==> config.mk <==
export PLATFORM = sky130hd
export DESIGN_NAME = battery_current_accumulators
export DESIGN_NICKNAME = d
export VERILOG_FILES = /design/src/inc/batt_acc_pkg.sv /design/src/design/battery_current_accumulators.sv /design/src/design/charge_integrator.sv /design/src/design/sample_timer.sv
export SDC_FILE = /design/constraint.sdc
export NUM_CORES = 1
export LEC_CHECK = 0
export ABC_AREA = 1
export BUFFER_PORTS_ARGS = -buffer_cell sky130_fd_sc_hd__clkbuf_2
export CORE_UTILIZATION = 45
export DETAILED_ROUTE_END_ITERATION = 8
export PLACE_DENSITY = 0.64
export SYNTH_ARGS = -nofsm -noshare
export SYNTH_HDL_FRONTEND = slang
export SYNTH_SLANG_ARGS = --single-unit
export TNS_END_PERCENT = 30
==> constraint.sdc <==
create_clock -name core_clk_i -period 5.67 [get_ports core_clk_i]
set_input_delay 0.2835 -clock core_clk_i [delete_from_list [all_inputs] [get_ports core_clk_i]]
set_output_delay 0.2835 -clock core_clk_i [all_outputs]
set_load 0.05 [all_outputs]
==> src/inc/batt_acc_pkg.sv <==
// Purpose: shared constants and types for the battery current accumulators
// Assumes: 25 MHz core clock
// Notes:   register indices are local to the documented register port
package batt_acc_pkg;

	// ------------------------------------------------------------
	// clock and timing
	// ------------------------------------------------------------
	localparam real CLK_PERIOD_NS       = 40.0;
	localparam real SAMPLE_PERIOD_MS    = 27.46;
	localparam int  SAMPLE_PERIOD_CYC   = int'($floor(SAMPLE_PERIOD_MS * 1.0e6 / CLK_PERIOD_NS));
	localparam int  TIMER_W             = 20;

	// ------------------------------------------------------------
	// scaling of the integrators
	// ------------------------------------------------------------
	localparam real CURRENT_LSB_MV      = 0.2441;
	localparam real NET_LSB_MVHR        = 0.4882;
	localparam real LIFE_LSB_MVHR       = 15.625;
	localparam real SEC_PER_HR          = 3600.0;
	localparam int  NET_STEP_UNITS      = int'(NET_LSB_MVHR * SEC_PER_HR
		/ (CURRENT_LSB_MV * SAMPLE_PERIOD_MS * 1.0e-3));
	localparam int  LIFE_STEP_UNITS     = int'(LIFE_LSB_MVHR * SEC_PER_HR
		/ (CURRENT_LSB_MV * SAMPLE_PERIOD_MS * 1.0e-3));
	localparam int  RESIDUE_W           = 32;

	// ------------------------------------------------------------
	// widths and reset values
	// ------------------------------------------------------------
	localparam int          DATA_W        = 16;
	localparam int          NET_W         = 8;
	localparam int          LIFE_W        = 16;
	localparam logic [15:0] OFFSET_RST    = 16'h0000;
	localparam logic [15:0] CURRENT_RST   = 16'h0000;
	localparam logic [7:0]  NET_RST       = 8'h00;
	localparam logic [7:0]  THRESH_RST    = 8'h00;
	localparam logic [15:0] LIFE_RST      = 16'h0000;
	localparam logic [15:0] RDATA_RST     = 16'h0000;

	// ------------------------------------------------------------
	// threshold field
	// ------------------------------------------------------------
	localparam int          THR_HI_BIT    = 7;
	localparam int          THR_LO_BIT    = 6;
	localparam logic [1:0]  THR_NONE      = 2'h0;
	localparam logic [1:0]  THR_2         = 2'h1;
	localparam logic [1:0]  THR_4         = 2'h2;
	localparam logic [1:0]  THR_8         = 2'h3;
	localparam logic [15:0] THR_MAG_NONE  = 16'h0000;
	localparam logic [15:0] THR_MAG_2     = 16'h0002;
	localparam logic [15:0] THR_MAG_4     = 16'h0004;
	localparam logic [15:0] THR_MAG_8     = 16'h0008;

	// ------------------------------------------------------------
	// register indices on the register port
	// ------------------------------------------------------------
	localparam logic [2:0] IDX_OFFSET     = 3'h0;
	localparam logic [2:0] IDX_CURRENT    = 3'h1;
	localparam logic [2:0] IDX_NET        = 3'h2;
	localparam logic [2:0] IDX_THRESH     = 3'h3;
	localparam logic [2:0] IDX_CHARGE     = 3'h4;
	localparam logic [2:0] IDX_DISCHARGE  = 3'h5;

	// ------------------------------------------------------------
	// integrator modes
	// ------------------------------------------------------------
	typedef enum logic [1:0] {
		INT_NET,
		INT_POS,
		INT_NEG
	} int_mode_t;

	// ------------------------------------------------------------
	// carriers
	// ------------------------------------------------------------
	typedef struct packed {
		logic        wr;
		logic        rd;
		logic [2:0]  idx;
		logic [15:0] wdata;
	} reg_req_t;

	typedef struct packed {
		logic        valid;
		logic [15:0] charge;
		logic [15:0] discharge;
	} shadow_req_t;

	// magnitude of a two's complement sample
	function automatic logic [15:0] magnitude(input logic [15:0] v);
		magnitude = v[15] ? 16'(~v + 16'h0001) : v;
	endfunction : magnitude

endpackage : batt_acc_pkg

==> src/design/battery_current_accumulators.sv <==
// Purpose: offset correction, small-signal threshold and charge integration
// Assumes: adc converts on adc_start_o and answers with adc_done_i
// Notes:   configuration bits arrive as plain levels from the status logic
//
// Notes on behaviour
// - sample timer runs only while measurement enable is set, every 27.46 ms
// - each conversion finished while measurement enable is set, plus offset register, becomes the current result
// - net charge accumulator is 8 bits, moved up or down one step when summed samples cross a step
// - net charge accumulator holds while measurement enable is clear
// - one net accumulator step equals 0.4882 mVhr, unsigned bits 7..0
// - positive samples feed charge total, negative ones feed discharge total
// - only samples whose magnitude exceeds threshold are accumulated anywhere
// - threshold field in top two bits: none, 2, 4 or 8 lsb; low bits zero
// - threshold register is 00h after power-on
// - charge and discharge totals are 16-bit readable counters of 15.625 mVHr
// - enable off stops all; enable only runs net; both run lifetime too
// - page 07h is mapped to lifetime counters only while they are enabled
// - lifetime counters copied to eeprom only when shadow bit is set
// - lifetime totals keep their values when net accumulator reaches zero
`timescale 1ns/1ps
module battery_current_accumulators #(
	parameter int SAMPLE_CYC = batt_acc_pkg::SAMPLE_PERIOD_CYC
) (
	// clock and reset
	input  wire logic                     core_clk_i,
	input  wire logic                     rstn_i,
	// status and configuration levels
	input  wire logic                     current_meas_enable_i,
	input  wire logic                     lifetime_counters_enable_i,
	input  wire logic                     eeprom_shadow_enable_i,
	// current converter
	output logic                          adc_start_o,
	input  wire logic                     adc_done_i,
	input  wire logic [15:0]              adc_raw_i,
	// register port
	input  wire batt_acc_pkg::reg_req_t   reg_req_i,
	output logic                          reg_ack_o,
	output logic [15:0]                   reg_rdata_o,
	// memory page and eeprom shadow
	output logic                          page7_counters_mapped_o,
	output batt_acc_pkg::shadow_req_t     shadow_req_o
);

	// ------------------------------------------------------------
	// register port decode
	// ------------------------------------------------------------
	wire logic wr_offset    = reg_req_i.wr && (reg_req_i.idx == batt_acc_pkg::IDX_OFFSET);
	wire logic wr_net       = reg_req_i.wr && (reg_req_i.idx == batt_acc_pkg::IDX_NET);
	wire logic wr_thresh    = reg_req_i.wr && (reg_req_i.idx == batt_acc_pkg::IDX_THRESH);
	wire logic wr_charge    = reg_req_i.wr && (reg_req_i.idx == batt_acc_pkg::IDX_CHARGE);
	wire logic wr_discharge = reg_req_i.wr
		&& (reg_req_i.idx == batt_acc_pkg::IDX_DISCHARGE);

	// ------------------------------------------------------------
	// operating mode
	// ------------------------------------------------------------
	wire logic net_run  = current_meas_enable_i;
	wire logic life_run = current_meas_enable_i && lifetime_counters_enable_i;

	assign page7_counters_mapped_o = life_run;

	// ------------------------------------------------------------
	// configuration registers
	// ------------------------------------------------------------
	logic [15:0] offset_correction;
	logic [7:0]  small_signal_threshold;
	logic [7:0]  next_threshold;

	// only the two field bits are stored, the rest read as zero
	assign next_threshold = {reg_req_i.wdata[batt_acc_pkg::THR_HI_BIT],
		reg_req_i.wdata[batt_acc_pkg::THR_LO_BIT], 6'h00};

	always_ff @(posedge core_clk_i or negedge rstn_i) begin
		if (!rstn_i) begin
			offset_correction      <= batt_acc_pkg::OFFSET_RST;
			small_signal_threshold <= batt_acc_pkg::THRESH_RST;
		end else begin
			if (wr_offset) begin
				offset_correction <= reg_req_i.wdata;
			end
			if (wr_thresh) begin
				small_signal_threshold <= next_threshold;
			end
		end
	end

	// ------------------------------------------------------------
	// background sampling
	// ------------------------------------------------------------
	sample_timer #(
		.PERIOD_CYC (SAMPLE_CYC)
	) u_timer (
		.core_clk_i (core_clk_i),
		.rstn_i     (rstn_i),
		.enable_i   (current_meas_enable_i),
		.tick_o     (adc_start_o)
	);

	// ------------------------------------------------------------
	// offset correction and threshold
	// ------------------------------------------------------------
	logic [15:0] current_result;
	logic        sample_valid;
	logic        sample_pass;
	logic [15:0] thr_mag;

	wire logic [15:0] corrected = adc_raw_i + offset_correction;
	wire logic        take_done = adc_done_i && current_meas_enable_i;
	wire logic [1:0]  thr_code  = small_signal_threshold[batt_acc_pkg::THR_HI_BIT
		-: 2];

	assign thr_mag = (thr_code == batt_acc_pkg::THR_2) ? batt_acc_pkg::THR_MAG_2
		: (thr_code == batt_acc_pkg::THR_4) ? batt_acc_pkg::THR_MAG_4
		: (thr_code == batt_acc_pkg::THR_8) ? batt_acc_pkg::THR_MAG_8
		: batt_acc_pkg::THR_MAG_NONE;

	// magnitude above threshold only; no threshold passes everything
	wire logic above = (thr_code == batt_acc_pkg::THR_NONE)
		|| (batt_acc_pkg::magnitude(corrected) > thr_mag);

	always_ff @(posedge core_clk_i or negedge rstn_i) begin
		if (!rstn_i) begin
			current_result <= batt_acc_pkg::CURRENT_RST;
			sample_valid   <= 1'b0;
			sample_pass    <= 1'b0;
		end else begin
			if (take_done) begin
				current_result <= corrected;
			end
			sample_valid <= take_done;
			sample_pass  <= take_done && above;
		end
	end

	// ------------------------------------------------------------
	// accumulators, all fed from the same stored result
	// ------------------------------------------------------------
	logic [7:0]  net_charge_accumulator;
	logic [15:0] lifetime_charge_total;
	logic [15:0] lifetime_discharge_total;
	logic        charge_stepped;
	logic        discharge_stepped;

	charge_integrator #(
		.W    (batt_acc_pkg::NET_W),
		.STEP (batt_acc_pkg::NET_STEP_UNITS),
		.MODE (batt_acc_pkg::INT_NET)
	) u_net (
		.core_clk_i     (core_clk_i),
		.rstn_i         (rstn_i),
		.run_i          (net_run),
		.sample_valid_i (sample_pass),
		.sample_i       (current_result),
		.load_i         (wr_net),
		.load_value_i   (reg_req_i.wdata[7:0]),
		.count_o        (net_charge_accumulator),
		.stepped_o      ()
	);

	// lifetime totals see nothing of the net counter, so a drained net
	// counter leaves them untouched
	charge_integrator #(
		.W    (batt_acc_pkg::LIFE_W),
		.STEP (batt_acc_pkg::LIFE_STEP_UNITS),
		.MODE (batt_acc_pkg::INT_POS)
	) u_charge (
		.core_clk_i     (core_clk_i),
		.rstn_i         (rstn_i),
		.run_i          (life_run),
		.sample_valid_i (sample_pass),
		.sample_i       (current_result),
		.load_i         (wr_charge),
		.load_value_i   (reg_req_i.wdata),
		.count_o        (lifetime_charge_total),
		.stepped_o      (charge_stepped)
	);

	charge_integrator #(
		.W    (batt_acc_pkg::LIFE_W),
		.STEP (batt_acc_pkg::LIFE_STEP_UNITS),
		.MODE (batt_acc_pkg::INT_NEG)
	) u_discharge (
		.core_clk_i     (core_clk_i),
		.rstn_i         (rstn_i),
		.run_i          (life_run),
		.sample_valid_i (sample_pass),
		.sample_i       (current_result),
		.load_i         (wr_discharge),
		.load_value_i   (reg_req_i.wdata),
		.count_o        (lifetime_discharge_total),
		.stepped_o      (discharge_stepped)
	);

	// ------------------------------------------------------------
	// eeprom shadow
	// ------------------------------------------------------------
	wire logic shadow_now = life_run && eeprom_shadow_enable_i
		&& (charge_stepped || discharge_stepped);

	always_ff @(posedge core_clk_i or negedge rstn_i) begin
		if (!rstn_i) begin
			shadow_req_o <= '0;
		end else begin
			shadow_req_o.valid <= shadow_now;
			if (shadow_now) begin
				shadow_req_o.charge    <= lifetime_charge_total;
				shadow_req_o.discharge <= lifetime_discharge_total;
			end
		end
	end

	// ------------------------------------------------------------
	// register read
	// ------------------------------------------------------------
	logic [15:0] rd_mux;

	assign rd_mux = (reg_req_i.idx == batt_acc_pkg::IDX_OFFSET) ? offset_correction
		: (reg_req_i.idx == batt_acc_pkg::IDX_CURRENT) ? current_result
		: (reg_req_i.idx == batt_acc_pkg::IDX_NET) ? {8'h00, net_charge_accumulator}
		: (reg_req_i.idx == batt_acc_pkg::IDX_THRESH) ? {8'h00, small_signal_threshold}
		: (reg_req_i.idx == batt_acc_pkg::IDX_CHARGE) ? lifetime_charge_total
		: (reg_req_i.idx == batt_acc_pkg::IDX_DISCHARGE) ? lifetime_discharge_total
		: batt_acc_pkg::RDATA_RST;

	always_ff @(posedge core_clk_i or negedge rstn_i) begin
		if (!rstn_i) begin
			reg_rdata_o <= batt_acc_pkg::RDATA_RST;
			reg_ack_o   <= 1'b0;
		end else begin
			reg_ack_o <= reg_req_i.rd || reg_req_i.wr;
			if (reg_req_i.rd) begin
				reg_rdata_o <= rd_mux;
			end
		end
	end

endmodule : battery_current_accumulators

==> src/design/charge_integrator.sv <==
// Purpose: integrates corrected samples into a scaled counter
// Assumes: one sample strobe per period, sample magnitude far below STEP
// Notes:   net mode counts both ways and saturates at both ends
`timescale 1ns/1ps
module charge_integrator #(
	parameter int                       W     = 8,
	parameter int                       STEP  = batt_acc_pkg::NET_STEP_UNITS,
	parameter batt_acc_pkg::int_mode_t  MODE  = batt_acc_pkg::INT_NET
) (
	// clock and reset
	input  wire logic         core_clk_i,
	input  wire logic         rstn_i,
	// sample stream
	input  wire logic         run_i,
	input  wire logic         sample_valid_i,
	input  wire logic [15:0]  sample_i,
	// host load
	input  wire logic         load_i,
	input  wire logic [W-1:0] load_value_i,
	// result
	output logic [W-1:0]      count_o,
	output logic              stepped_o
);
	localparam int RW = batt_acc_pkg::RESIDUE_W;
	localparam logic signed [RW-1:0] STEP_S = RW'(STEP);

	logic signed [RW-1:0] residue;
	logic signed [RW-1:0] delta;
	logic signed [RW-1:0] sum;
	logic signed [RW-1:0] next_residue;
	logic [W-1:0]         next_count;
	logic                 up;
	logic                 down;
	logic                 take;

	wire logic [15:0] mag = batt_acc_pkg::magnitude(sample_i);

	// charge-only and discharge-only follow the sign of the sample
	assign take  = run_i && sample_valid_i && (MODE == batt_acc_pkg::INT_NET
		|| (MODE == batt_acc_pkg::INT_POS && !sample_i[15] && sample_i != 16'h0000)
		|| (MODE == batt_acc_pkg::INT_NEG && sample_i[15]));
	assign delta = (MODE == batt_acc_pkg::INT_NET) ? RW'($signed(sample_i))
		: RW'(mag);
	assign sum   = residue + delta;
	assign up    = take && (sum >= STEP_S) && (count_o != {W{1'b1}});
	assign down  = take && (MODE == batt_acc_pkg::INT_NET) && (sum <= -STEP_S)
		&& (count_o != '0);

	assign next_residue = !take ? residue
		: (sum >= STEP_S)  ? sum - STEP_S
		: (sum <= -STEP_S) ? sum + STEP_S
		: sum;
	assign next_count = load_i ? load_value_i
		: up ? count_o + 1'b1
		: down ? count_o - 1'b1
		: count_o;

	always_ff @(posedge core_clk_i or negedge rstn_i) begin
		if (!rstn_i) begin
			residue   <= '0;
			count_o   <= '0;
			stepped_o <= 1'b0;
		end else begin
			residue   <= load_i ? '0 : next_residue;
			count_o   <= next_count;
			stepped_o <= !load_i && (up || down);
		end
	end
endmodule : charge_integrator

==> src/design/sample_timer.sv <==
// Purpose: background sample period generator
// Assumes: runs on the core clock, enable is synchronous
// Notes:   counter restarts whenever sampling is disabled
`timescale 1ns/1ps
module sample_timer #(
	parameter int PERIOD_CYC = batt_acc_pkg::SAMPLE_PERIOD_CYC
) (
	// clock and reset
	input  wire logic core_clk_i,
	input  wire logic rstn_i,
	// control
	input  wire logic enable_i,
	// period strobe
	output logic      tick_o
);
	localparam logic [batt_acc_pkg::TIMER_W-1:0] LAST =
		batt_acc_pkg::TIMER_W'(PERIOD_CYC - 1);

	logic [batt_acc_pkg::TIMER_W-1:0] count;
	logic [batt_acc_pkg::TIMER_W-1:0] next_count;
	wire                              at_last = (count == LAST);

	assign next_count = (!enable_i || at_last) ? '0 : count + 1'b1;
	assign tick_o     = enable_i && at_last;

	always_ff @(posedge core_clk_i or negedge rstn_i) begin
		if (!rstn_i) begin
			count <= '0;
		end else begin
			count <= next_count;
		end
	end
endmodule : sample_timer

==> results of run 1 <==
[per-layer routing]
metal	vias up	routed length (um)
met5	-	16
met4	2	2830
met3	162	4770
met2	899	36100
met1	12000	35500
li1	13100	-
[power by group through the flow]
stage	combinational, uW	clock [uW]	sequential (uW)
floorplan	7380	0	2430
global placement	9560	0	2540
detailed placement	9580	0	2540
CTS	9650	2260	2510
global route	11100	2320	2560
finish	9780	2210	2530
[cell type report]
type	count	area share, %
Clock buffer	38	3.24
Timing Repair Buffer	129	2.98
Multi-Input combinational cell	3168	59.4
Clock inverter	19	0.968
Tap cell	688	3.23
Inverter	523	7.38
Sequential cell	243	22.8
[worst max-delay path by stage]
stage                                  end  slack [ns]  cells past startpoint              start
floorplan                 u_net.count_o[7]        1.46                     27  current_result[0]
global placement          u_net.count_o[7]        0.79                     27  current_result[0]
detailed placement        u_net.count_o[7]        0.68                     27  current_result[0]
CTS                       u_net.count_o[7]        0.63                     27  current_result[0]
global route        u_discharge.count_o[7]        0.08                     27  current_result[0]
finish                    u_net.count_o[7]        0.62                     27  current_result[0]
[synthesized netlist by cell type, drive strengths merged (2+ instances only)]
cell type	count	area share, %
nand2	1454	23
inv	519	8.0
nand3	489	11
nor2	401	6.5
dfrtp	243	25
o21ai	174	3.6
a21oi	158	3.3
ha	99	5.1
xor2	86	3.3
nor3	78	1.8
nand4	63	1.6
clkbuf	44	0.68
buf	42	1.1
nand3b	28	0.87
xnor2	19	0.75
nor4	15	0.41
o22ai	12	0.31
mux2	11	0.51
a221oi	10	0.36
a31oi	9	0.23
or2	8	0.21
a21boi	7	0.22
o31ai	6	0.19
a22o	5	0.18
and3	5	0.13
fa	5	0.41
and2	4	0.10
clkinv	4	0.062
a211oi	3	0.093
o211ai	3	0.093
o21bai	3	0.093
a2111oi	2	0.072
a21o	2	0.062
a22oi	2	0.062
nor2b	2	0.062
o21a	2	0.062
[state kept, by name, summed over array words and instances, names as in the netlist, 2 cells and up]
register	cells
current_result	16
offset_correction	16
reg_rdata_o	16
shadow_req_o	33
small_signal_threshold	2
u_charge.count_o	16
u_charge.residue	32
u_discharge.count_o	16
u_discharge.residue	32
u_net.count_o	8
u_net.residue	32
u_timer.count	20
[worst min-delay path, cell delays in order]
cell,delay (ns)
clkbuf_2,0.13
o21ai_0,0.08
o21ai_0,0.08
[metrics by stage]
stage	util (%)	instance area (um2)	instances
floorplan	-	24200	4020
global placement	48.1	25400	4742
detailed placement	48.1	25400	4742
CTS	50.4	26600	4808
global route	50.4	26600	4808
finish	50.4	26600	4808
[kinds of logic (layout without fill, tap and decap cells)]
logic type | after synthesis | after routing | synth area share [%]
muxes | 12 | 12 | 0.552
DFF | 243 | 243 | 25.1
xor gates and xnor gates | 105 | 105 | 4.04
AOI/OAI and AO/OA | 399 | 399 | 9.00
adders and majority gates | 104 | 104 | 5.52
and+or+nand+nor | 2548 | 2548 | 45.9
buffers and inverters | 609 | 709 | 9.92
[repair_timing]
action | in CTS | in global routing
buffers inserted | 0 | 0
resized for setup | 0 | 2
hold endpoints to repair | 108 | 0
setup endpoints to repair | 0 | 18
hold buffers | 9 | 0
==> impl_results.md, run 1 <==
- Final setup viols: 0
- Setup ws final: 0.625 ns
- Wire per inst: 16.5 um
- Synth Flop Type: dfrtp_1
- Sw frac: 56.3%
- Clock root buffer master: clkbuf_16
- Die span in x: 234 um
- Post-synthesis cell area: 0.0242 mm2
- H-tree depth: 1
- Placement Setup Slack: 0.677 ns
- Power Total: 14500 uW
- Met2 GRT Util: 48.2%
- Final worst path period share: 89.0%
- Logic pwr share: 67.4%
- Detail Route Antenna Nets: 0
- Asr flop ratio synth: 100%
- Routability cong.: 1.01
- Hold_ws: 0.0225 ns
- Worst-Skew Late Latency: 0.61 ns
- DRC Markers: 0
- Synth cell types: 61
- R2R Path Start: current_result[0]
- Maximum root-to-sink buffer count: 3
- Ant diodes: 0
- Final Hold Viols: 0
- TritonCTS clock tree: built
- First DRT Iteration DRCs: 2337
- Starting Density: 45.9%
- PwrDens: 545 mW/mm2
- Synthesized instance count: 4020
- Commonest cells after routing, fill and taps aside: nand2_1, inv_1, nand3_1, nor2_1, dfrtp_1
- Core area: 0.0529 mm2
- Cell-internal power: 6340 uW
- Syn avg cell area: 6.03 um2
- Detailed Route WL: 79300 um
- I/O pin cnt: 95
- Setup crit start kind: register
- Syn Nets: 4167
- Critical path data arrival time: 5.59 ns
- Reg2Reg Depth: 27
- Max_cap viols: 0
- Max stage delay cell, worst path: xnor2_1
- Grt met3 use: 2.87%
- GRT Resource Usage Total: 29.0%
- Setup TNS after final layout: 0 ns
- Crit-path max FO: 10
- Minimum clock period: 5.05 ns
- Clock network power share: 15.2%
- Filler cells: 5538
- Hold Startpoint: reg_req_i[19]
- CTS Buf Count: 31
- Final Max Slew Viols: 0
- Post-route clock skew: 0.0166 ns
- Flops & latches, synth: 243
- Worst endpoint required time: 6.21 ns
- Vias/cell: 5.43
- Sequential-to-total area share from yosys stat: 25.1%
- Sw power: 8170 uW
- Multi-input combinational cell area: 0.0158 mm2
- Num rows: 84
- Status: finished, final reports clean
- Post-synth EDFFs: 0
- Register area: 0.00608 mm2
- Via count: 26.1k
- Slowest stage delay, CP: 0.50 ns
- HP Class: primary input to register
- Port bufs: 94
- Reg power frac: 17.4%
- Yosys synthesis warning count: 0
- FMAX: 198 MHz
- WHS Endpoint: reg_rdata_o[4]
- Rel. slew slack: 23.1%
- Global route total overflow: 0
- Worst VDD drop: 0.000364 V
- Die Ht: 234 um
- Slew @ Worst Pin: 1.15 ns
- Initial antenna violation count: 1
- Detailed placement HPWL: 61600 um
- CP endpoint kind: register
- Worst Path Buf+Inv: 0
- Clock Sinks: 243
- Pre-antenna DRT Iters: 6
- Most common cell after layout, fill and taps aside: nand2_1
- Unrepaired setup endpoints after global routing: false
- Number of global-route vias before repair: 24.2k
- Die area: 0.0548 mm2
- CP Class: register to register
- Nets: 4243
- Worst flop-to-flop path endpoint: u_net.count_o[7]
- CP delay by family, top: simple AND/OR/NAND/NOR gates
- Hold path cells: 3
- Clk slew on worst S/H paths: 0.06 ns
- Largest net degree at the start of global routing: 144
- Share of cells above drive strength 1: 8.76%
- First-pass GRT wire length: 127000 um
- Grt peak-use layer: met2
- Leakage power total: 0.0143 uW
- Synthesis-to-layout area growth: 9.86%
- Met1 usage: 39.5%
- Reg2reg setup slack: 0.62 ns
Power figures use the tool's default switching activity.
==> run 2, diff against run 1 <==
--- a/config.mk
+++ b/config.mk
@@ -10,7 +10,9 @@
 export CORE_UTILIZATION = 45
 export DETAILED_ROUTE_END_ITERATION = 8
 export PLACE_DENSITY = 0.64
+export SETUP_SLACK_MARGIN = 0.3
 export SYNTH_ARGS = -nofsm -noshare
 export SYNTH_HDL_FRONTEND = slang
+export SYNTH_HIERARCHICAL = 1
 export SYNTH_SLANG_ARGS = --single-unit
 export TNS_END_PERCENT = 30
==> run 2 against run 1 <==
Compared with the run above:
- combinational power rose by 27%
- largest cell class unchanged
- largest power group unchanged
- first-iteration DRC count rose by 0.51%
- worst setup slack improved by 0.040 ns
- clock skew fell by 0.0034 ns
- non-clock buffer count rose by 7
- synthesized area rose by 15%
- die area rose by 15%
- global-route usage fell by 0.19 points
- via count rose by 15%
- fmax rose by 0.80%
==> impl_results.md, run 2 <==
- Status: finished, final reports clean
- Most common cell after layout, fill and taps aside: nand2_1
- Detailed placement HPWL: 71900 um
- Setup ws final: 0.665 ns
- Vias/cell: 5.33
- Initial antenna violation count: 0
- Post-synthesis cell area: 0.0279 mm2
- Sw power: 9950 uW
- Die Ht: 251 um
- Clock Sinks: 243
- First-pass GRT wire length: 147000 um
- HP Class: primary input to register
- Final Max Slew Viols: 0
- Grt met3 use: 2.81%
- PwrDens: 559 mW/mm2
- Worst endpoint required time: 6.17 ns
- GRT Resource Usage Total: 28.9%
- Worst VDD drop: 0.000386 V
- Worst-Skew Late Latency: 0.62 ns
- Ant diodes: 0
- Clk slew on worst S/H paths: 0.06 ns
- Synthesis-to-layout area growth: 8.88%
- TritonCTS clock tree: built
- Max stage delay cell, worst path: dfrtp_2
- Num rows: 90
- Synthesized instance count: 4756
- Final setup viols: 0
- First DRT Iteration DRCs: 2349
- CP endpoint kind: register
- Share of cells above drive strength 1: 12.1%
- Post-route insts no fill: 5640
- Maximum root-to-sink buffer count: 3
- Die span in x: 251 um
- Slew @ Worst Pin: 1.19 ns
- Met1 usage: 39.9%
- Nets: 4983
- Largest net degree at the start of global routing: 123
- Clock network power share: 11.7%
- H-tree depth: 1
- Setup crit start kind: register
- Pre-antenna DRT Iters: 7
- Met2 GRT Util: 47.2%
- FMAX: 200 MHz
- Logic pwr share: 73.1%
- Yosys synthesis warning count: 6
- Syn avg cell area: 5.88 um2
- Grt peak-use layer: met2
- Clock root buffer master: clkbuf_16
- Crit-path max FO: 39
- Routability cong.: 0.948
- Commonest cells after routing, fill and taps aside: nand2_1, inv_1, nand3_1, nor2_1, dfrtp_1
- Detailed Route WL: 92600 um
- Global route total overflow: 0
- Starting Density: 46.0%
- DRC Markers: 0
- Post-route clock skew: 0.0133 ns
- Largest register by flop count: shadow_req_o
- Reg power frac: 15.2%
- Unrepaired setup endpoints after global routing: true
- Setup TNS after final layout: 0 ns
- Port bufs: 94
- Leakage power total: 0.0166 uW
- Sw frac: 58.5%
- Final Hold Viols: 0
- Max_cap viols: 0
- Slowest stage delay, CP: 0.43 ns
- Reg2reg setup slack: 0.66 ns
- Largest register FFs: 33
- Syn Nets: 4904
- Number of global-route vias before repair: 27.4k
- Inst Count DP: 5568
- Most used cell, CP: nand2_1
- CP Class: register to register
- Final worst path period share: 88.3%
- Core area: 0.0608 mm2
- Rel. slew slack: 20.5%
- Detail Route Antenna Nets: 0
- Wire per inst: 16.4 um
- Via count: 30.1k
- Critical path data arrival time: 5.51 ns
- Placement Setup Slack: 0.377 ns
- I/O pin cnt: 95
- Cell-internal power: 7060 uW
- Die area: 0.0631 mm2
- Minimum clock period: 5.01 ns
- CTS Buf Count: 31
-- run 2: worst paths after layout --
path                                startpoint               endpoint  depth (start not counted)
max                          current_result[0]   u_charge/residue[23]                         30
min                              reg_req_i[13]  offset_correction[13]                          2
max reg2reg                  current_result[0]   u_charge/residue[23]                         30
min reg2reg                u_charge/residue[0]    u_charge/residue[0]                          2
max in group asynchronous               rstn_i      current_result[0]                          3
min in group asynchronous               rstn_i       shadow_req_o[32]                          2
-- run 2: what timing repair did --
item | in CTS | in global routing
setup endpoints to repair | 0 | 99
gates resized for setup | 0 | 35
buffers inserted | 0 | 8
endpoints found under the hold margin | 80 | 0
hold buffers | 5 | 0
-- run 2: through the flow --
step	util, %	instance area (um2)	hold WS (ns)	power (uW)
final	50.0	30400	0.0262	17000
after global routing	50.0	30400	0.0184	18700
after CTS	49.6	30200	0.00221	16800
after detailed placement	47.9	29100	0.309	14700
after global placement	47.9	29100	0.313	14600
after floorplan	-	27900	-0.0121	11900
-- run 2: metal layers --
metal,wire (um),part of all wire [%],up-vias
li1,-,-,15200
met1,41500,45,13700
met2,41300,45,1039
met3,6320,6.8,162
met4,3380,3.7,0
met5,0,0,-
-- run 2: power by group through the flow --
stage	clock, uW	combinational [uW]	sequential [uW]
3_3_place_gp	0	12000	2600
2_1_floorplan	0	9400	2470
4_1_cts	2030	12200	2570
6_report	1990	12400	2590
5_1_grt	2090	14000	2630
3_5_place_dp	0	12100	2600
-- run 2: worst max-delay path: cells and delay by family (launching register included) --
family                     cells  cell delay, ns
AOI/OAI and AO/OA              2            0.42
DFF                            1            0.43
adders and majority gates      2            0.58
xor gates and xnor gates       1            0.19
and+or+nand+nor               21            2.72
buffers and inverters          4            0.49
-- run 2: final cells by class --
cell class,instances,area [um2]
fill,6492,30400
multi-input combinational,3818,19200
sequential,243,6090
inverter,605,2280
tap,782,978
timing repair buffer,136,846
clock buffer,43,841
clock inverter,13,145
